### src/logic/sac_pkg.sv
////////////////////////////////////////////////////////////////////////////
// Purpose: Shared constants and types for the SAR converter control block
// Assumes: APB slave with 32-bit data, one aligned word per register
// Notes: Offsets are byte addresses
////////////////////////////////////////////////////////////////////////////
package sac_pkg;

    // Register byte offsets
    localparam logic [7:0] OFF_CTRL0 = 8'h00;
    localparam logic [7:0] OFF_CTRL1 = 8'h04;
    localparam logic [7:0] OFF_RES_HI = 8'h08;
    localparam logic [7:0] OFF_RES_LO = 8'h0C;
    localparam logic [7:0] OFF_FLAG = 8'h10;
    localparam logic [7:0] OFF_ENABLE = 8'h14;
    localparam logic [7:0] OFF_IRQCTL = 8'h18;

    // Field positions, converter_control_0
    localparam int CTRL0_ON = 0;
    localparam int CTRL0_GO = 1;
    localparam int CTRL0_CHAN_LO = 2;
    // Field positions, converter_control_1
    localparam int CTRL1_PREF = 0;
    localparam int CTRL1_CSEL_LO = 4;
    localparam int CTRL1_FM = 7;
    // Flag, enable and irq control fields
    localparam int FLAG_DONE = 0;
    localparam int ENABLE_IE = 0;
    localparam int IRQCTL_PERIPHERAL_IRQ_ENABLE = 0;
    localparam int IRQCTL_GIE = 1;

    // Reset values and the reserved channel code
    localparam logic [2:0] CHAN_RESET = 3'h0;
    localparam logic [2:0] CSEL_RESET = 3'h0;
    localparam logic [2:0] CHAN_RESERVED = 3'h7;

    // Result and sequencing
    localparam int RES_W = 10;
    localparam logic [3:0] MSB_IDX = 4'h9;
    localparam logic [1:0] HOLD_HALVES = 2'h3;
    localparam int PAD_W = 6;

    // Sequencer states, Gray coded along idle-hold-bits-finish
    typedef enum logic [1:0] {
        SAC_IDLE = 2'b00,
        SAC_HOLD = 2'b01,
        SAC_BITS = 2'b11,
        SAC_FINISH = 2'b10
    } sac_state_t;

    // Signals toward the analog sample-and-hold and comparator
    typedef struct packed {
        logic [2:0] chan;
        logic ref_ext;
        logic hold;
        logic [RES_W-1:0] trial;
    } sac_ana_t;

    // Irq and wake requests toward the processor
    typedef struct packed {
        logic irq;
        logic wake;
        logic isr;
    } sac_cpu_t;

    // Clock select x11 picks the internal RC clock
    function automatic logic sac_is_rc(input logic [2:0] sel);
        return sel[1] & sel[0];
    endfunction : sac_is_rc

    // Half bit period in system clocks for the divided sources
    function automatic logic [5:0] sac_half_cycles(input logic [2:0] sel);
        unique case (sel)
            3'h0: return 6'h01;
            3'h4: return 6'h02;
            3'h1: return 6'h04;
            3'h5: return 6'h08;
            3'h2: return 6'h10;
            3'h6: return 6'h20;
            default: return 6'h01;
        endcase
    endfunction : sac_half_cycles

endpackage : sac_pkg

### src/logic/sac_clkgen.sv
////////////////////////////////////////////////////////////////////////////
// Purpose: Half bit period tick generator for the converter sequencer
// Assumes: rc_clk_pin is asynchronous to pclk and much slower
// Notes: Each RC edge is one half bit period
////////////////////////////////////////////////////////////////////////////
`timescale 1ns/100ps
module sac_clkgen #(
    parameter int CNT_W = 6
) (
    input wire logic pclk,
    input wire logic presetn,
    input wire logic run,
    input wire logic [2:0] clk_sel,
    input wire logic rc_clk_pin,
    output logic half_tick
);
    // Checked at elaboration so a bad width never builds
    if (CNT_W < 6) begin : g_cnt_w_check
        $error("sac_clkgen: CNT_W must be at least 6");
    end

    typedef struct packed {
        logic rc_s1;
        logic rc_s2;
        logic rc_s3;
        logic [CNT_W-1:0] cnt;
        logic tick;
    } sac_gen_t;

    sac_gen_t g_reg;
    sac_gen_t g_next;

    always_comb begin
        logic [CNT_W-1:0] limit;
        limit = CNT_W'(sac_pkg::sac_half_cycles(clk_sel));
        g_next = g_reg;
        g_next.rc_s1 = rc_clk_pin;
        g_next.rc_s2 = g_reg.rc_s1;
        g_next.rc_s3 = g_reg.rc_s2;
        g_next.tick = 1'b0;
        if (!run) begin
            g_next.cnt = '0;
        end else if (sac_pkg::sac_is_rc(clk_sel)) begin
            g_next.cnt = '0;
            g_next.tick = g_reg.rc_s2 ^ g_reg.rc_s3;
        end else if (g_reg.cnt == limit - CNT_W'(1)) begin
            // Counts system clocks, so the period follows pclk
            g_next.cnt = '0;
            g_next.tick = 1'b1;
        end else begin
            g_next.cnt = g_reg.cnt + CNT_W'(1);
        end
    end

    always_ff @(posedge pclk or negedge presetn) begin
        if (!presetn) begin
            g_reg <= '0;
        end else begin
            g_reg <= g_next;
        end
    end

    assign half_tick = g_reg.tick;

endmodule : sac_clkgen

### src/logic/sac_top.sv
////////////////////////////////////////////////////////////////////////////
// Purpose: Control logic of a 10-bit successive-approximation converter
// Assumes: APB master on pclk; comparator answers the trial word
// Notes: Registers on APB, analog side through sac_ana_t
////////////////////////////////////////////////////////////////////////////
`timescale 1ns/100ps
module sac_top #(
    parameter int ADDR_W = 8
) (
    input wire logic pclk,
    input wire logic presetn,
    input wire logic psel,
    input wire logic penable,
    input wire logic pwrite,
    input wire logic [ADDR_W-1:0] paddr,
    input wire logic [31:0] pwdata,
    output logic [31:0] prdata,
    output logic pready,
    output logic pslverr,
    input wire logic sleep_req,
    input wire logic rc_clk_pin,
    input wire logic cmp_above,
    output sac_pkg::sac_ana_t ana,
    output sac_pkg::sac_cpu_t cpu
);
    // Checked at elaboration so a bad width never builds
    if (ADDR_W < 5) begin : g_addr_w_check
        $error("sac_top: ADDR_W must be at least 5");
    end

    ////////////////////////////////////////////////////////////////////////
    // State
    typedef struct packed {
        logic on;
        logic go;
        logic [2:0] chan;
        logic [2:0] csel;
        logic pref;
        logic fm;
        logic [sac_pkg::RES_W-1:0] res;
        logic flag;
        logic ie;
        logic global_irq_enable;
        logic peripheral_irq_enable;
        sac_pkg::sac_state_t st;
        logic [1:0] hcnt;
        logic [3:0] idx;
        logic [sac_pkg::RES_W-1:0] sar;
        logic [sac_pkg::RES_W-1:0] trial;
        logic last;
        logic sleep_off;
        logic sleep_d;
        // One stage: the comparator has settled long before it is sampled
        logic cmp_s1;
        logic [31:0] rdata;
    } sac_regs_t;

    sac_regs_t s_reg;
    sac_regs_t s_next;
    logic half_tick;
    logic run;

    ////////////////////////////////////////////////////////////////////////
    // Helpers
    function automatic logic addr_mapped(input logic [7:0] a);
        return a == sac_pkg::OFF_CTRL0 || a == sac_pkg::OFF_CTRL1 ||
            a == sac_pkg::OFF_RES_HI || a == sac_pkg::OFF_RES_LO ||
            a == sac_pkg::OFF_FLAG || a == sac_pkg::OFF_ENABLE ||
            a == sac_pkg::OFF_IRQCTL;
    endfunction : addr_mapped

    // Undecided bits (index idx and below) copy the last decided bit
    function automatic logic [sac_pkg::RES_W-1:0] fill_partial(
        input logic [sac_pkg::RES_W-1:0] sar,
        input logic [3:0] idx,
        input logic last
    );
        logic [sac_pkg::RES_W-1:0] f;
        f = sar;
        for (int i = 0; i < sac_pkg::RES_W; i++) begin
            if (4'(i) <= idx) begin
                f[i] = last;
            end
        end
        return f;
    endfunction : fill_partial

    // Byte view of the result for the high or low register
    function automatic logic [7:0] result_byte(
        input logic [sac_pkg::RES_W-1:0] res,
        input logic fm,
        input logic high
    );
        logic [15:0] word;
        if (fm) begin
            word = {{sac_pkg::PAD_W{1'b0}}, res};
        end else begin
            word = {res, {sac_pkg::PAD_W{1'b0}}};
        end
        return high ? word[15:8] : word[7:0];
    endfunction : result_byte

    function automatic logic [31:0] read_word(
        input sac_regs_t r,
        input logic [7:0] a
    );
        logic [31:0] d;
        d = '0;
        unique case (a)
            sac_pkg::OFF_CTRL0: begin
                d[sac_pkg::CTRL0_ON] = r.on;
                d[sac_pkg::CTRL0_GO] = r.go;
                d[sac_pkg::CTRL0_CHAN_LO +: 3] = r.chan;
            end
            sac_pkg::OFF_CTRL1: begin
                d[sac_pkg::CTRL1_PREF] = r.pref;
                d[sac_pkg::CTRL1_CSEL_LO +: 3] = r.csel;
                d[sac_pkg::CTRL1_FM] = r.fm;
            end
            sac_pkg::OFF_RES_HI: d[7:0] = result_byte(r.res, r.fm, 1'b1);
            sac_pkg::OFF_RES_LO: d[7:0] = result_byte(r.res, r.fm, 1'b0);
            sac_pkg::OFF_FLAG: d[sac_pkg::FLAG_DONE] = r.flag;
            sac_pkg::OFF_ENABLE: d[sac_pkg::ENABLE_IE] = r.ie;
            sac_pkg::OFF_IRQCTL: begin
                d[sac_pkg::IRQCTL_PERIPHERAL_IRQ_ENABLE] = r.peripheral_irq_enable;
                d[sac_pkg::IRQCTL_GIE] = r.global_irq_enable;
            end
            default: d = '0;
        endcase
        return d;
    endfunction : read_word

    ////////////////////////////////////////////////////////////////////////
    // Conversion clock
    assign run = s_reg.st != sac_pkg::SAC_IDLE;

    sac_clkgen #(
        .CNT_W(6)
    ) u_clkgen (
        .pclk(pclk),
        .presetn(presetn),
        .run(run),
        .clk_sel(s_reg.csel),
        .rc_clk_pin(rc_clk_pin),
        .half_tick(half_tick)
    );

    ////////////////////////////////////////////////////////////////////////
    // Next state
    always_comb begin
        logic [7:0] a;
        logic wr;
        logic setup_rd;
        logic done_set;
        logic rc;
        logic sleep_rise;
        logic [sac_pkg::RES_W-1:0] sar_new;
        a = 8'(paddr);
        wr = psel & penable & pwrite;
        setup_rd = psel & ~penable & ~pwrite;
        done_set = 1'b0;
        rc = sac_pkg::sac_is_rc(s_reg.csel);
        sleep_rise = sleep_req & ~s_reg.sleep_d;
        sar_new = s_reg.sar;
        s_next = s_reg;

        // Comparator follows the trial word set at the previous edge; a
        // second stage would leave the divide-by-2 decision one bit late
        s_next.cmp_s1 = cmp_above;
        s_next.sleep_d = sleep_req;

        // Sequencer
        unique case (s_reg.st)
            sac_pkg::SAC_IDLE: begin
                s_next.hcnt = '0;
            end
            sac_pkg::SAC_HOLD: begin
                if (half_tick) begin
                    if (s_reg.hcnt == sac_pkg::HOLD_HALVES - 2'h1) begin
                        s_next.st = sac_pkg::SAC_BITS;
                        s_next.hcnt = '0;
                        s_next.idx = sac_pkg::MSB_IDX;
                        s_next.trial = 10'h200;
                    end else begin
                        s_next.hcnt = s_reg.hcnt + 2'h1;
                    end
                end
            end
            sac_pkg::SAC_BITS: begin
                if (half_tick) begin
                    if (s_reg.hcnt == 2'h0) begin
                        s_next.hcnt = 2'h1;
                    end else begin
                        // One bit decided per bit period, MSB first
                        sar_new[s_reg.idx] = s_reg.cmp_s1;
                        s_next.sar = sar_new;
                        s_next.last = s_reg.cmp_s1;
                        s_next.hcnt = '0;
                        if (s_reg.idx == 4'h0) begin
                            s_next.st = sac_pkg::SAC_FINISH;
                        end else begin
                            s_next.idx = s_reg.idx - 4'h1;
                            s_next.trial = sar_new |
                                (10'h001 << (s_reg.idx - 4'h1));
                        end
                    end
                end
            end
            sac_pkg::SAC_FINISH: begin
                s_next.st = sac_pkg::SAC_IDLE;
                s_next.res = s_reg.sar;
                s_next.go = 1'b0;
                done_set = 1'b1;
                // In sleep with no interrupt the converter powers down
                if (sleep_req && !s_reg.ie) begin
                    s_next.sleep_off = 1'b1;
                end
            end
        endcase

        // Register writes, taken at the access edge
        if (wr) begin
            unique case (a)
                sac_pkg::OFF_CTRL0: begin
                    s_next.on = pwdata[sac_pkg::CTRL0_ON];
                    if (pwdata[sac_pkg::CTRL0_CHAN_LO +: 3] !=
                        sac_pkg::CHAN_RESERVED) begin
                        s_next.chan = pwdata[sac_pkg::CTRL0_CHAN_LO +: 3];
                    end
                    // Start needs the module already on before this write
                    if (pwdata[sac_pkg::CTRL0_GO] && s_reg.on &&
                        !s_reg.sleep_off && !run &&
                        (rc || !sleep_req)) begin
                        s_next.go = 1'b1;
                        s_next.st = sac_pkg::SAC_HOLD;
                        s_next.hcnt = '0;
                        s_next.idx = sac_pkg::MSB_IDX;
                        s_next.sar = '0;
                        s_next.trial = '0;
                        s_next.last = 1'b0;
                    end else if (!pwdata[sac_pkg::CTRL0_GO] && s_reg.go &&
                        s_reg.st != sac_pkg::SAC_FINISH) begin
                        s_next.go = 1'b0;
                        s_next.st = sac_pkg::SAC_IDLE;
                        s_next.res = fill_partial(s_reg.sar, s_reg.idx,
                            s_reg.last);
                    end
                    if (!pwdata[sac_pkg::CTRL0_ON] && run) begin
                        s_next.go = 1'b0;
                        s_next.st = sac_pkg::SAC_IDLE;
                    end
                end
                sac_pkg::OFF_CTRL1: begin
                    s_next.pref = pwdata[sac_pkg::CTRL1_PREF];
                    s_next.csel = pwdata[sac_pkg::CTRL1_CSEL_LO +: 3];
                    s_next.fm = pwdata[sac_pkg::CTRL1_FM];
                end
                sac_pkg::OFF_FLAG: begin
                    if (pwdata[sac_pkg::FLAG_DONE]) begin
                        s_next.flag = 1'b0;
                    end
                end
                sac_pkg::OFF_ENABLE: begin
                    s_next.ie = pwdata[sac_pkg::ENABLE_IE];
                end
                sac_pkg::OFF_IRQCTL: begin
                    s_next.peripheral_irq_enable = pwdata[sac_pkg::IRQCTL_PERIPHERAL_IRQ_ENABLE];
                    s_next.global_irq_enable = pwdata[sac_pkg::IRQCTL_GIE];
                end
                default: begin
                end
            endcase
        end

        // Sleep with a divided clock: the divided clock stops, so abort
        if (sleep_rise && !rc) begin
            s_next.go = 1'b0;
            s_next.st = sac_pkg::SAC_IDLE;
            s_next.sleep_off = 1'b1;
            done_set = 1'b0;
        end
        if (!sleep_req) begin
            s_next.sleep_off = 1'b0;
        end

        // Hardware set wins over a same-cycle software clear
        if (done_set) begin
            s_next.flag = 1'b1;
        end

        // Read data captured in the setup phase
        if (setup_rd) begin
            s_next.rdata = read_word(s_reg, a);
        end
    end

    ////////////////////////////////////////////////////////////////////////
    // Registers
    always_ff @(posedge pclk or negedge presetn) begin
        if (!presetn) begin
            s_reg <= '0;
            s_reg.chan <= sac_pkg::CHAN_RESET;
            s_reg.csel <= sac_pkg::CSEL_RESET;
            s_reg.st <= sac_pkg::SAC_IDLE;
        end else begin
            s_reg <= s_next;
        end
    end

    ////////////////////////////////////////////////////////////////////////
    // Outputs
    assign prdata = s_reg.rdata;
    assign pready = 1'b1;
    assign pslverr = psel & penable & ~addr_mapped(8'(paddr));

    assign ana.chan = s_reg.chan;
    // Lower reference is hard wired to ground in the analog block
    assign ana.ref_ext = s_reg.pref;
    assign ana.hold = run;
    assign ana.trial = s_reg.trial;

    assign cpu.irq = s_reg.flag & s_reg.ie;
    assign cpu.wake = sleep_req & s_reg.flag & s_reg.ie;
    // The core runs the next instruction first, then takes this branch
    assign cpu.isr = s_reg.flag & s_reg.ie & s_reg.global_irq_enable & s_reg.peripheral_irq_enable;

endmodule : sac_top

### config.mk
export PLATFORM = sky130hd
export DESIGN_NAME = sac_top
export DESIGN_NICKNAME = d
export VERILOG_FILES = /design/src/logic/sac_pkg.sv /design/src/logic/sac_clkgen.sv /design/src/logic/sac_top.sv
export SDC_FILE = /design/constraint.sdc
export NUM_CORES = 1
export LEC_CHECK = 0
export BUFFER_PORTS_ARGS = -buffer_cell sky130_fd_sc_hd__buf_2
export CORE_UTILIZATION = 40
export CTS_BUF_LIST = sky130_fd_sc_hd__clkbuf_8 sky130_fd_sc_hd__clkbuf_16
export DETAILED_ROUTE_END_ITERATION = 7
export PLACE_DENSITY = 0.62
export SLEW_MARGIN = 20
export SYNTH_ARGS = -nofsm -noshare
export SYNTH_HDL_FRONTEND = slang
export SYNTH_SLANG_ARGS = --single-unit
### constraint.sdc
create_clock -name pclk -period 3.8 [get_ports pclk]
set_input_delay 0.57 -clock pclk [delete_from_list [all_inputs] [get_ports pclk]]
set_output_delay 0.57 -clock pclk [all_outputs]
set_load 0.005 [all_outputs]
# == After elaboration in Yosys (flattened, before gate mapping) ==
# Index checks and enable logic that the tools add are counted.
# Widths: inputs -> output; s select.
# classes
addsub,4
magnitude_cmp,12
n_eq_ne,20
shift,1
n_mux,74
bitwise,18
n_reduce_logical,39
# ops
cell,count
$mux 10,8
$mux 29,2
$mux 52,1
$mux 1,30
$pmux 6 s5,1
$mux 27,1
$mux 25,1
$eq 8x5->1 const B,3
$pmux 10 s2,1
$mux 2,9
$pmux 2 s3,3
$eq 8x4->1 const B,2
$le 3x4->1 const A,4
$mux 16,1
$and 1x1->1,12
$mux 4,3
$mux 6,2
$bwmux 10,1
$logic_and 1x1->1,10
$or 10x10->10,1
$reduce_and 2->1,5
$shl 1x4->10 const A,1
$eq 3x3->1 const B,3
$pmux 3 s3,1
35 further kinds,62
# word_totals
reg_bits,74
in_bits,48
output_inout_bits,52
word_cells,194

# == Longest topological paths before layout ==
# Gate-level depths: netlist (run 1).
# depth
depth_word,16
mapped_depth,9
ltp_nobuf,7

# == Modules after synthesis ==
# Synthesis (run 1) repeated with hierarchy kept, for this count alone.
# hier_totals
cells_unflattened,507
area_unflattened_um2,4586.9
# by_module_without_submodules
mod,n_inst,cells_each,area_per_inst_um2,seq_area_each_um2
sac_top,1,462,4061.4,1601.5
sac_clkgen,1,45,525.5,250.2

# == Worst setup path before layout (run 1) ==
# Ideal clock, no wire load.
# synth_path
path_kind,register to register
startpoint,register s_reg[56] (netlist bit)
endpoint,"register s_reg, in the netlist ana[2]"
setup_ns,0.119
t_arrival_ns,2.008
required_time_ns,3.681
path_slack_ns,1.673
stages_incl_launch_ff,10
path_buffers,2
synth_period_minus_slack_ns,2.127
cell_sequence,dfrtp_1 > clkbuf_1 > inv_1 > ha_1 > clkbuf_1 > nor3_1 > a311oi_1 > a311oi_1 > a21oi_1 > o21a_1
# synth_lines
element,line_no,source
"start, declared",sac_top.sv:58,sac_regs_t s_reg;
"start signal, assigned",sac_top.sv:306,s_reg <= s_next;

==> implementation parameters, run 1 <==
Parameter                              Value

STA
  Setup TNS    0 ps
  Slew Viols, Final    0
  Hold Violations, Final    0
  Final cycle utilization of the critical path    67.8%
  Final setup viols    0
  Max Fclk    roughly 0.39 GHz
  Final Critical Period    2580 ps
  Pin slew with the least headroom to its limit    about 940 ps
  RSZ-0062 raised after global routing    no
  Max-slew headroom    roughly 37%
  Clk_skew    4.42 ps

Logic synthesis
  Cell type contributing the most total cell area after synthesis    sky130_fd_sc_hd__dfrtp_1
  Warnings from Yosys    0
  Fraction of synthesized cell area taken by the top area cell type    40.0%
  Number of cells produced by synthesis    roughly 500
  Average cell area after synthesis    between 8 and 9 sq um
  Predominant post-synthesis flop cell    sky130_fd_sc_hd__dfrtp_1
  Share of flip-flops with an asynchronous set or reset    between 90% and 100%
  Sequential element share of the synthesized area    40.0%
  Total of flip-flops plus latches after synthesis    between 70 and 80
  Number of distinct library cells after synthesis    approximately 70
  Number of enable-type register cells in the synthesized netlist    0
  Area contributors post-synth    sky130_fd_sc_hd__dfrtp_1 (40%), sky130_fd_sc_hd__buf_4 (7.9%), sky130_fd_sc_hd__nand2_1 (4.0%)
  Post-synthesis cell area    between 4000 and 5000 sq um

Drt
  Overall routed net length    10.5 mm
  Remaining antenna violation count    0
  Vias per cell    about 5.5
  Routed wire per std cell    roughly 16 microns
  Number of DRC violations after detailed-routing iteration 0    approximately 220
  Vias    between 3000 and 4000
  DR DRC count    0
  Detailed-router iteration count before antenna repair    4

CTS
  Hold buffer count at cts    0
  Number of buffers added by the clock tree synthesis step    9
  Post-CTS clock slew at the launch and capture registers of the worst setup and hold paths    around 60 ps
  # clock sinks    74
  Maximum buffer depth of the clock tree    2
  Buffer cell driving the clock tree root    sky130_fd_sc_hd__clkbuf_16
  Number of setup buffers added after CTS    0
  Clk_lat worst skew    330 ps
  Maximum level of the CTS H-tree    3
  TritonCTS clock tree    built
  Cells resized by post-CTS repair    0

Global route
  Pin count of the biggest net entering global routing    75
  Number of antenna violations at the first check in global routing    0
  Global-route wire length before repair    roughly 17 mm
  Via count of the first global-routing pass    3502
  Congestion Overflow GR    0
  Global Route Usage Sum    between 10% and 20%

Floorplan
  Placeable core area    ~11000 sq um
  Ports    100
  Number of placement rows    38
  Overall die width    between 100 and 150 microns
  Die H    110 microns
  Die area    approximately 12000 sq um
  Starting density of the core    between 40% and 50%

Final layout
  Antenna diodes    0
  Core Util, Final    a little under half
  Flip-flop count of the largest register after layout    between 40 and 50
  Post-layout net count    581
  Share of layout cells above drive strength 1    18.5%
  Layout-stage area growth over the synthesis result    7.69%

Worst setup path
  Kind of end point of the critical path    flop
  Worst-path maximum fanout    16
  Required time of the critical path    around 4000 ps
  Category of the critical setup timing path    flop to flop
  Data arrival time of the critical path    2820 ps
  Startpoint kind of the worst setup timing path    flop

Power and ir drop
  Peak supply drop    approximately 210 uV
  Post-layout total power    about 1.9 mW
  Power Density    roughly 380 nW/um^2
  LEAKAGE    around 2.2 nW

Place
  Port bufs    50
  Detail Placement HPWL    roughly 7.4 mm
  Placer congestion estimate    approximately 0.81

Flow run
  Max-cap viol count    0

Hold path
  Hold crit path type    primary input to flop

Outcome
  Status    completed
-- cell type report --
cell class	instances	area (sq um)
fillers	1099	6090
flip-flops and latches	74	1850
well taps	140	175
clock buffers	11	253
inverters	21	78.8
repair buffers	52	268
multi-input cells	368	2310
clock inverters	5	52.6
-- logic make-up (layout without fill, tap and decap cells) --
logic type,count (synthesis),after routing,synth area share (%)
AND/OR/NAND/NOR,170,170,18.1
AO/OA/AOI/OAI,132,132,20.3
buffers and inverters,96,89,12.0
flip-flops,74,74,40.0
multiplexers,28,28,6.40
adder cells (fa/ha/maj),7,7,1.89
XOR/XNOR,6,6,1.13
other,2,25,0.162
-- cell usage in the layout (no fill, tap or decap), drive strengths merged, types with 12 or more instances in the layout --
cell type and n:
a21oi 23, buf 52, conb 25, nand2 49, nand3 12, inv 21
nor2 49, mux2i 15, dfrtp 74, mux2 13, o21ai 29, nor3 13
-- metal layers --
layer  global-route usage (%)  vias up  part of all wire (%)
met5                        0        -                     0
li1                         -     1800                     -
met2                     30.5       93                    48
met4                     5.52        0                  0.48
met3                     4.62        4                   4.1
met1                     25.1     1805                    48
-- path summary, 6_finish.rpt --
kind	start	to	slack [ps]	depth (start not counted)
max in group asynchronous	presetn	ana[8]	2820	1
min	rc_clk_pin	u_clkgen.g_next[8]	340	1
max	s_reg[56]	ana[4]	1220	8
min reg2reg	u_clkgen.g_next[8]	u_clkgen.g_next[7]	350	0
max reg2reg	s_reg[56]	ana[4]	1220	8
min in group asynchronous	presetn	ana[13]	390	1
-- per-stage QoR --
stage	worst slack [ps]	cell area, sq um	cells	hold WS [ps]
after floorplan	1670	4720	538	274
after global placement	1060	4690	655	336
after detailed placement	1040	4690	655	335
after CTS	1220	4990	671	327
after global routing	951	4990	671	319
final	1220	4990	671	338
-- where the power goes --
| group | switching (mW) | total, mW | internal (mW) |
|---|---|---|---|
| Combinational | 0.115 | 0.193 | 0.0777 |
| Clock | 0.317 | 0.857 | 0.540 |
| Sequential | 0.0436 | 0.867 | 0.823 |
-- synth_stat cells, types with 4 or more instances --
master / count
sky130_fd_sc_hd__mux2_2: 13
sky130_fd_sc_hd__ha_1: 7
sky130_fd_sc_hd__o21ai_0: 26
sky130_fd_sc_hd__a221oi_1: 11
sky130_fd_sc_hd__nor4_1: 5
sky130_fd_sc_hd__nand3_1: 12
sky130_fd_sc_hd__inv_1: 21
sky130_fd_sc_hd__dfrtp_1: 74
sky130_fd_sc_hd__a21oi_1: 23
sky130_fd_sc_hd__o22ai_1: 5
sky130_fd_sc_hd__buf_2: 4
sky130_fd_sc_hd__o31ai_1: 8
sky130_fd_sc_hd__nor2b_1: 6
sky130_fd_sc_hd__nand2b_1: 5
sky130_fd_sc_hd__a211oi_1: 4
sky130_fd_sc_hd__and3_1: 4
sky130_fd_sc_hd__nor2_1: 49
sky130_fd_sc_hd__clkbuf_1: 19
sky130_fd_sc_hd__a22oi_1: 6
sky130_fd_sc_hd__and2_1: 6
sky130_fd_sc_hd__a311oi_1: 5
sky130_fd_sc_hd__nand2_1: 49
sky130_fd_sc_hd__o211ai_1: 4
sky130_fd_sc_hd__buf_4: 49
sky130_fd_sc_hd__mux2i_1: 15
sky130_fd_sc_hd__nor3_1: 12
-- worst max-delay path, stage by stage, from the launching register on --
cell                       delay [ps]
sky130_fd_sc_hd__dfrtp_1          530
sky130_fd_sc_hd__inv_1            180
sky130_fd_sc_hd__ha_1             510
sky130_fd_sc_hd__nor3b_2          440
sky130_fd_sc_hd__nand2_1          100
sky130_fd_sc_hd__o211ai_1         160
sky130_fd_sc_hd__buf_4            240
sky130_fd_sc_hd__a221oi_1         100
sky130_fd_sc_hd__nor3_1           220
No activity file was read; power rests on OpenSTA's default activity.
==> run 2: changes to the inputs <==
==> constraint.sdc (replaced) <==
create_clock -name pclk -period 2.7 [get_ports pclk]
set_input_delay 0.405 -clock pclk [delete_from_list [all_inputs] [get_ports pclk]]
set_output_delay 0.405 -clock pclk [all_outputs]
set_load 0.005 [all_outputs]
==> implementation parameters, run 2 (synthesis results as in run 1) <==
Parameter                              Value

Power and ir drop
  Net Sw Frac    25.0% (+0.23 points)
  Cell internal pwr    1.98 mW (+37%)
  Part of the total power dissipated in combinational logic    11.5% (+1.5 points)
  LEAKAGE    2.26 nW (+2.3%)
  Sw Pwr    0.660 mW (+39%)
  Power Density    523 nW/um^2 (+36%)
  Peak supply drop    354 uV (+66%)
  Fraction of power consumed by the clock network    42.9% (-1.8 points)
  Sequential cell fraction of total power    45.6% (+0.4 points)

Final layout
  Share of layout cells above drive strength 1    19.2% (+0.77 points)
  Antenna diodes    0 (unchanged)
  Area used by multi-input combinational logic    2310 sq um (unchanged)
  Flip-flop count of the largest register after layout    42 (unchanged)
  Final cell count without fillers    681 (+1.5%)
  Layout-stage area growth over the synthesis result    8.77%
  Footprint of the flip-flops and latches    1850 sq um (unchanged)
  Most frequent cells in the layout    sky130_fd_sc_hd__dfrtp_1 (74), sky130_fd_sc_hd__nor2_1 (49), sky130_fd_sc_hd__nand2_1 (49), sky130_fd_sc_hd__buf_2 (49), sky130_fd_sc_hd__o21ai_0 (26)
  Number of fill cells    1101 (+0.18%)
  Post-layout net count    591 (+1.7%)
  Most common library cell in the layout ignoring fill and taps    sky130_fd_sc_hd__dfrtp_1

Worst setup path
  Category of the critical setup timing path    flop to flop
  Launching point of the worst reg2reg path    s_reg[56]
  Worst R2R End    ana[1]
  Startpoint kind of the worst setup timing path    flop
  Worst-path maximum fanout    9 (-7)
  Kind of end point of the critical path    flop
  Data arrival time of the critical path    2330 ps (-490 ps)
  Slack of the worst reg-to-reg path    590 ps (-630 ps)
  R2R cell count    7 (-1)
  Required time of the critical path    2920 ps (-1120 ps)

Flow run
  Max-cap viol count    0 (unchanged)

STA
  Worst Hold Margin    172 ps (-166 ps)
  Clk_skew    5.74 ps (+1.33 ps)
  RSZ-0062 raised after global routing    no
  Max Fclk    0.474 GHz (+22%)
  Post-route worst setup slack    591 ps (-633 ps)
  Final setup viols    0 (unchanged)
  Max-slew headroom    34.9% (-2.5 points)
  Setup TNS    0 ps (unchanged)
  Slew Viols, Final    0 (unchanged)
  Pin slew with the least headroom to its limit    977 ps (+38.1 ps)
  Final Critical Period    2110 ps (-467 ps)
  Final cycle utilization of the critical path    78.1% (+10 points)
  Hold Violations, Final    0 (unchanged)

Global route
  Pin count of the biggest net entering global routing    75 (unchanged)
  Global-route wire length before repair    17.4 mm (-0.11%)
  Via count of the first global-routing pass    3497 (-0.14%)
  Congestion Overflow GR    0 (unchanged)
  Number of antenna violations at the first check in global routing    0 (unchanged)
  Global Route Usage Sum    19.0% (+0.12 points)

Floorplan
  Starting density of the core    41.8% (unchanged)
  Die H    110 microns (unchanged)
  Die area    12000 sq um (unchanged)
  Ports    100 (unchanged)
  Overall die width    110 microns (unchanged)
  Number of placement rows    38 (unchanged)
  Placeable core area    11100 sq um (unchanged)

Hold path
  Start point of the worst hold path    rc_clk_pin
  Hold depth    1 (unchanged)
  Endpoint of the worst hold path    u_clkgen.g_next[8]
  Hold crit path type    primary input to flop

Place
  Placement-stage worst setup slack    540 ps (-505 ps)
  Total instance count after detailed placement    665 (+1.5%)
  Port bufs    50 (unchanged)
  Detail Placement HPWL    7.40 mm (about the same)
  Placer congestion estimate    0.783 (-3.8%)

CTS
  Number of setup buffers added after CTS    0 (unchanged)
  Buffer cell driving the clock tree root    sky130_fd_sc_hd__clkbuf_16
  Maximum buffer depth of the clock tree    2 (unchanged)
  Cells resized by post-CTS repair    0 (unchanged)
  Post-CTS clock slew at the launch and capture registers of the worst setup and hold paths    60 ps (about the same)
  TritonCTS clock tree    built
  Hold buffer count at cts    0 (unchanged)
  Maximum level of the CTS H-tree    3 (unchanged)
  # clock sinks    74 (unchanged)
  Number of buffers added by the clock tree synthesis step    9 (unchanged)
  Clk_lat worst skew    340 ps (about the same)

Drt
  DR DRC count    0 (unchanged)
  Remaining antenna violation count    0 (unchanged)
  Number of DRC violations after detailed-routing iteration 0    260 (+20%)
  Vias    3764 (+1.7%)
  Detailed-router iteration count before antenna repair    4 (unchanged)
  Routed wire per std cell    15.8 microns (+0.38%)
  Vias per cell    5.53 (+0.18%)
  Overall routed net length    10.7 mm (+1.9%)

Outcome
  Status    completed
[run 2: cell count changes in the layout (fill, tap and decap cells not counted), sizes merged]
cell      before  now
buf           52   62
inv           21   25
clkbuf        11    9
clkinv         3    2
clkinvlp       1    0
[run 2: worst max-delay path, stage by stage (launching register included)]
cell,delay [ps]
sky130_fd_sc_hd__dfrtp_1,380
sky130_fd_sc_hd__buf_4,190
sky130_fd_sc_hd__ha_1,390
sky130_fd_sc_hd__nor3b_1,260
sky130_fd_sc_hd__mux2_2,360
sky130_fd_sc_hd__a31oi_1,180
sky130_fd_sc_hd__a2bb2oi_1,190
sky130_fd_sc_hd__nor2_1,50
[run 2: final cells by class]
class / instances / area share [%]
clock buffers: 9 / 4.47
clock inverters: 7 / 1.09
multi-input cells: 368 / 45.9
inverters: 21 / 1.56
well taps: 140 / 3.47
repair buffers: 62 / 6.80
flip-flops and latches: 74 / 36.7
[run 2: worst max path at each step]
| stage | from | endpoint | slack [ps] | depth (start not counted) |
|---|---|---|---|---|
| detailed placement | paddr[4] | s_reg[76] | 540 | 7 |
| floorplan | s_reg[56] | ana[2] | 570 | 9 |
| finish | s_reg[56] | ana[1] | 590 | 7 |
| CTS | s_reg[56] | ana[1] | 580 | 7 |
| global placement | paddr[4] | s_reg[76] | 560 | 7 |
| global route | s_reg[56] | ana[1] | 350 | 7 |
[run 2: per-layer routing]
metal / vias to the layer above / wire length, microns / track usage [%]
li1: 1815 / - / -
met1: 1822 / 5090 / 25.1
met2: 114 / 4970 / 30.8
met3: 13 / 500 / 4.09
met4: 0 / 175 / 6.57
met5: - / 0 / 0
[run 2: metrics by stage]
stage	area, sq um	utilization, %	total power, mW
2_1_floorplan	4720	-	1.45
3_3_place_gp	4760	43.0	1.52
3_5_place_dp	4760	43.0	1.52
4_1_cts	5040	45.5	2.67
5_1_grt	5040	45.5	2.76
6_report	5040	45.5	2.64
[run 2: power groups by stage]
stage / registers (mW) / clock network, mW / logic [mW]
after floorplan: 1.20 / 0 / 0.250
after global placement: 1.22 / 0 / 0.296
after detailed placement: 1.22 / 0 / 0.302
after CTS: 1.20 / 1.16 / 0.305
after global routing: 1.21 / 1.21 / 0.344
final: 1.20 / 1.13 / 0.304
==> run 3: changes to the inputs <==
--- a/config.mk
+++ b/config.mk
@@ -5,11 +5,12 @@
 export SDC_FILE = /design/constraint.sdc
 export NUM_CORES = 1
 export LEC_CHECK = 0
+export ABC_AREA = 1
 export BUFFER_PORTS_ARGS = -buffer_cell sky130_fd_sc_hd__buf_2
 export CORE_UTILIZATION = 40
 export CTS_BUF_LIST = sky130_fd_sc_hd__clkbuf_8 sky130_fd_sc_hd__clkbuf_16
 export DETAILED_ROUTE_END_ITERATION = 7
-export PLACE_DENSITY = 0.62
+export PLACE_DENSITY = 0.64
 export SLEW_MARGIN = 20
 export SYNTH_ARGS = -nofsm -noshare
 export SYNTH_HDL_FRONTEND = slang
==> constraint.sdc (replaced) <==
create_clock -name pclk -period 1.7 [get_ports pclk]
set_input_delay 0.255 -clock pclk [delete_from_list [all_inputs] [get_ports pclk]]
set_output_delay 0.255 -clock pclk [all_outputs]
set_load 0.005 [all_outputs]
==> implementation parameters, run 3 <==
Parameter                              Value

Logic synthesis
  Average cell area after synthesis    7.00 sq um (-22%)
  Total of flip-flops plus latches after synthesis    74 (unchanged)
  Area contributors post-synth    sky130_fd_sc_hd__dfrtp_1 (38%), sky130_fd_sc_hd__nand2_1 (19%), sky130_fd_sc_hd__buf_4 (7.8%)
  Cell type contributing the most total cell area after synthesis    sky130_fd_sc_hd__dfrtp_1
  Sequential element share of the synthesized area    37.7% (-2.2 points)
  Fraction of synthesized cell area taken by the top area cell type    37.7% (-2.2 points)
  Post-synthesis cell area    4910 sq um (+5.9%)
  Number of distinct library cells after synthesis    38 (-45%)
  Number of cells produced by synthesis    701 (+36%)
  Warnings from Yosys    0 (unchanged)
  Predominant post-synthesis flop cell    sky130_fd_sc_hd__dfrtp_1
  Most used standard cell by instance count after synthesis    sky130_fd_sc_hd__nand2_1
  Number of enable-type register cells in the synthesized netlist    0 (unchanged)
  Synth cell count leaders    sky130_fd_sc_hd__nand2_1 (242), sky130_fd_sc_hd__dfrtp_1 (74), sky130_fd_sc_hd__inv_1 (65)
  Share of flip-flops with an asynchronous set or reset    100% (unchanged)

STA
  Pin slew with the least headroom to its limit    540 ps (-437 ps)
  Max-slew headroom    64.0% (+29 points)
  Hold Violations, Final    0 (unchanged)
  RSZ-0062 raised after global routing    yes
  Final cycle utilization of the critical path    95.0% (+17 points)
  Clk_skew    9.87 ps (+4.13 ps)
  Final Critical Period    1610 ps (-494 ps)
  Max Fclk    0.619 GHz (+31%)
  Slew Viols, Final    0 (unchanged)
  Final setup viols    0 (unchanged)
  Post-route worst setup slack    85.7 ps (-506 ps)
  Setup TNS    0 ps (unchanged)

Worst setup path
  Data arrival time of the critical path    1890 ps (-440 ps)
  Required time of the critical path    1970 ps (-950 ps)
  Worst R2R End    ana[8]
  Startpoint kind of the worst setup timing path    flop
  Slack of the worst reg-to-reg path    90 ps (-510 ps)
  Worst-path maximum fanout    8 (-1)
  Category of the critical setup timing path    flop to flop
  Kind of end point of the critical path    flop
  R2R cell count    7 (unchanged)
  Launching point of the worst reg2reg path    s_reg[59]

Hold path
  Endpoint of the worst hold path    u_clkgen.g_next[8]
  Hold depth    1 (unchanged)
  Hold crit path type    primary input to flop
  Start point of the worst hold path    rc_clk_pin

Floorplan
  Die area    12700 sq um (+5.8%)
  Placeable core area    12000 sq um (+8.0%)
  Starting density of the core    41.0% (-0.80 points)
  Die H    113 microns (+2.9%)
  Ports    100 (unchanged)
  Number of placement rows    40 (+5.3%)
  Overall die width    113 microns (+2.9%)

Drt
  Vias    4394 (+17%)
  DR DRC count    0 (unchanged)
  Overall routed net length    11.5 mm (+7.2%)
  Detailed-router iteration count before antenna repair    5 (+1)
  Remaining antenna violation count    0 (unchanged)
  Number of DRC violations after detailed-routing iteration 0    324 (+25%)
  Vias per cell    4.91 (-11%)
  Routed wire per std cell    12.9 microns (-18%)

Global route
  Global-route wire length before repair    19.6 mm (+13%)
  Pin count of the biggest net entering global routing    40 (-47%)
  Global Route Usage Sum    19.4% (+0.41 points)
  Number of antenna violations at the first check in global routing    0 (unchanged)
  Via count of the first global-routing pass    4181 (+20%)
  Congestion Overflow GR    0 (unchanged)

CTS
  Number of buffers added by the clock tree synthesis step    9 (unchanged)
  Post-CTS clock slew at the launch and capture registers of the worst setup and hold paths    70 ps (about the same)
  TritonCTS clock tree    built
  Buffer cell driving the clock tree root    sky130_fd_sc_hd__clkbuf_16
  Number of setup buffers added after CTS    0 (unchanged)
  # clock sinks    74 (unchanged)
  Clk_lat worst skew    350 ps (about the same)
  Maximum level of the CTS H-tree    3 (unchanged)
  Maximum buffer depth of the clock tree    2 (unchanged)

Flow run
  Max-cap viol count    0 (unchanged)

Final layout
  Most common library cell in the layout ignoring fill and taps    sky130_fd_sc_hd__nand2_1
  Flip-flop count of the largest register after layout    42 (unchanged)
  Share of layout cells above drive strength 1    16.7% (-2.5 points)
  Core Util, Final    46.0% (+0.50 points)
  Post-layout net count    797 (+35%)
  Number of fill cells    1239 (+13%)
  Layout-stage area growth over the synthesis result    12.1%
  Most frequent cells in the layout    sky130_fd_sc_hd__nand2_1 (242), sky130_fd_sc_hd__dfrtp_1 (74), sky130_fd_sc_hd__inv_1 (65)
  Antenna diodes    0 (unchanged)
  Final instance area    5500 sq um (+9.2%)

Power and ir drop
  Power Density    1480 nW/um^2 (+180%)
  Post-layout total power    8.16 mW (+210%)
  LEAKAGE    2.93 nW (+29%)
  Peak supply drop    629 uV (+78%)

Outcome
  Status    completed

Place
  Placement-stage worst setup slack    42.8 ps (-497 ps)
  Post-detailed-placement cell area    5130 sq um (+7.8%)
  Port bufs    50 (unchanged)
  Placer congestion estimate    0.874 (+12%)
  Detail Placement HPWL    8.71 mm (+18%)
==> run 3: worst max path at each step <==
stage	slack, ps	cells after the start	from	end
2_1_floorplan	140	11	s_reg[56]	ana[4]
3_3_place_gp	70	11	s_reg[57]	ana[6]
3_5_place_dp	40	11	s_reg[57]	ana[5]
4_1_cts	30	11	s_reg[57]	ana[7]
5_1_grt	-70	11	s_reg[57]	ana[6]
6_report	90	7	s_reg[59]	ana[8]
==> run 3: logic make-up (layout without fill, tap and decap cells) <==
group / Yosys count / in the layout / synth area share [%]
simple gates: 380 / 380 / 33.4
buf+inv: 140 / 163 / 15.7
xor+xnor: 5 / 5 / 0.892
fa+ha+maj: 7 / 7 / 1.78
compound gates: 93 / 93 / 10.3
flops: 74 / 74 / 37.7
other cells: 2 / 25 / 0.153
==> run 3: routing by layer <==
| layer | vias to the layer above | share of wire [%] | global-route usage (%) |
|---|---|---|---|
| li1 | 2223 | - | - |
| met1 | 2037 | 46 | 24.7 |
| met2 | 116 | 47 | 32.5 |
| met3 | 18 | 4.5 | 3.11 |
| met4 | 0 | 2.3 | 8.89 |
| met5 | - | 0 | 0 |
==> run 3: per-stage QoR <==
step,hold WS [ps],cells
finish,12.4,894
global route,4.05,894
CTS,3.10,894
detailed placement,284,877
global placement,271,877
floorplan,-40.6,724
==> run 3: final cells by class <==
cell class	count	area [sq um]	area share, %
sequential	74	1850	33.7
clock inverter	7	124	2.25
timing repair buffer	69	435	7.91
multi-input combinational	510	2380	43.3
inverter	78	300	5.46
tap	147	184	3.34
clock buffer	9	225	4.09
==> run 3: repair_timing <==
| item | 4_1_cts | 5_1_grt |
|---|---|---|
| hold buffers | 1 | 0 |
| resized for setup | 0 | 5 |
| endpoints found under the hold margin | 37 | 0 |
| setup endpoints to repair | 0 | 12 |
==> run 3: power breakdown <==
group / switching [mW] / leakage (nW) / internal (mW)
clock network: 0.820 / 0.167 / 1.45
registers: 0.404 / 0.936 / 2.19
logic: 2.10 / 1.82 / 1.20
total: 3.32 / 2.93 / 4.84
==> run 3: worst max-delay path, stage by stage (launching register included) <==
cell and delay [ps]:
sky130_fd_sc_hd__dfrtp_1 510, sky130_fd_sc_hd__inv_1 240, sky130_fd_sc_hd__nand3_1 120, sky130_fd_sc_hd__o21ai_0 300, sky130_fd_sc_hd__nand2_1 90, sky130_fd_sc_hd__nand2_1 90, sky130_fd_sc_hd__nand2_1 50, sky130_fd_sc_hd__a21oi_1 130
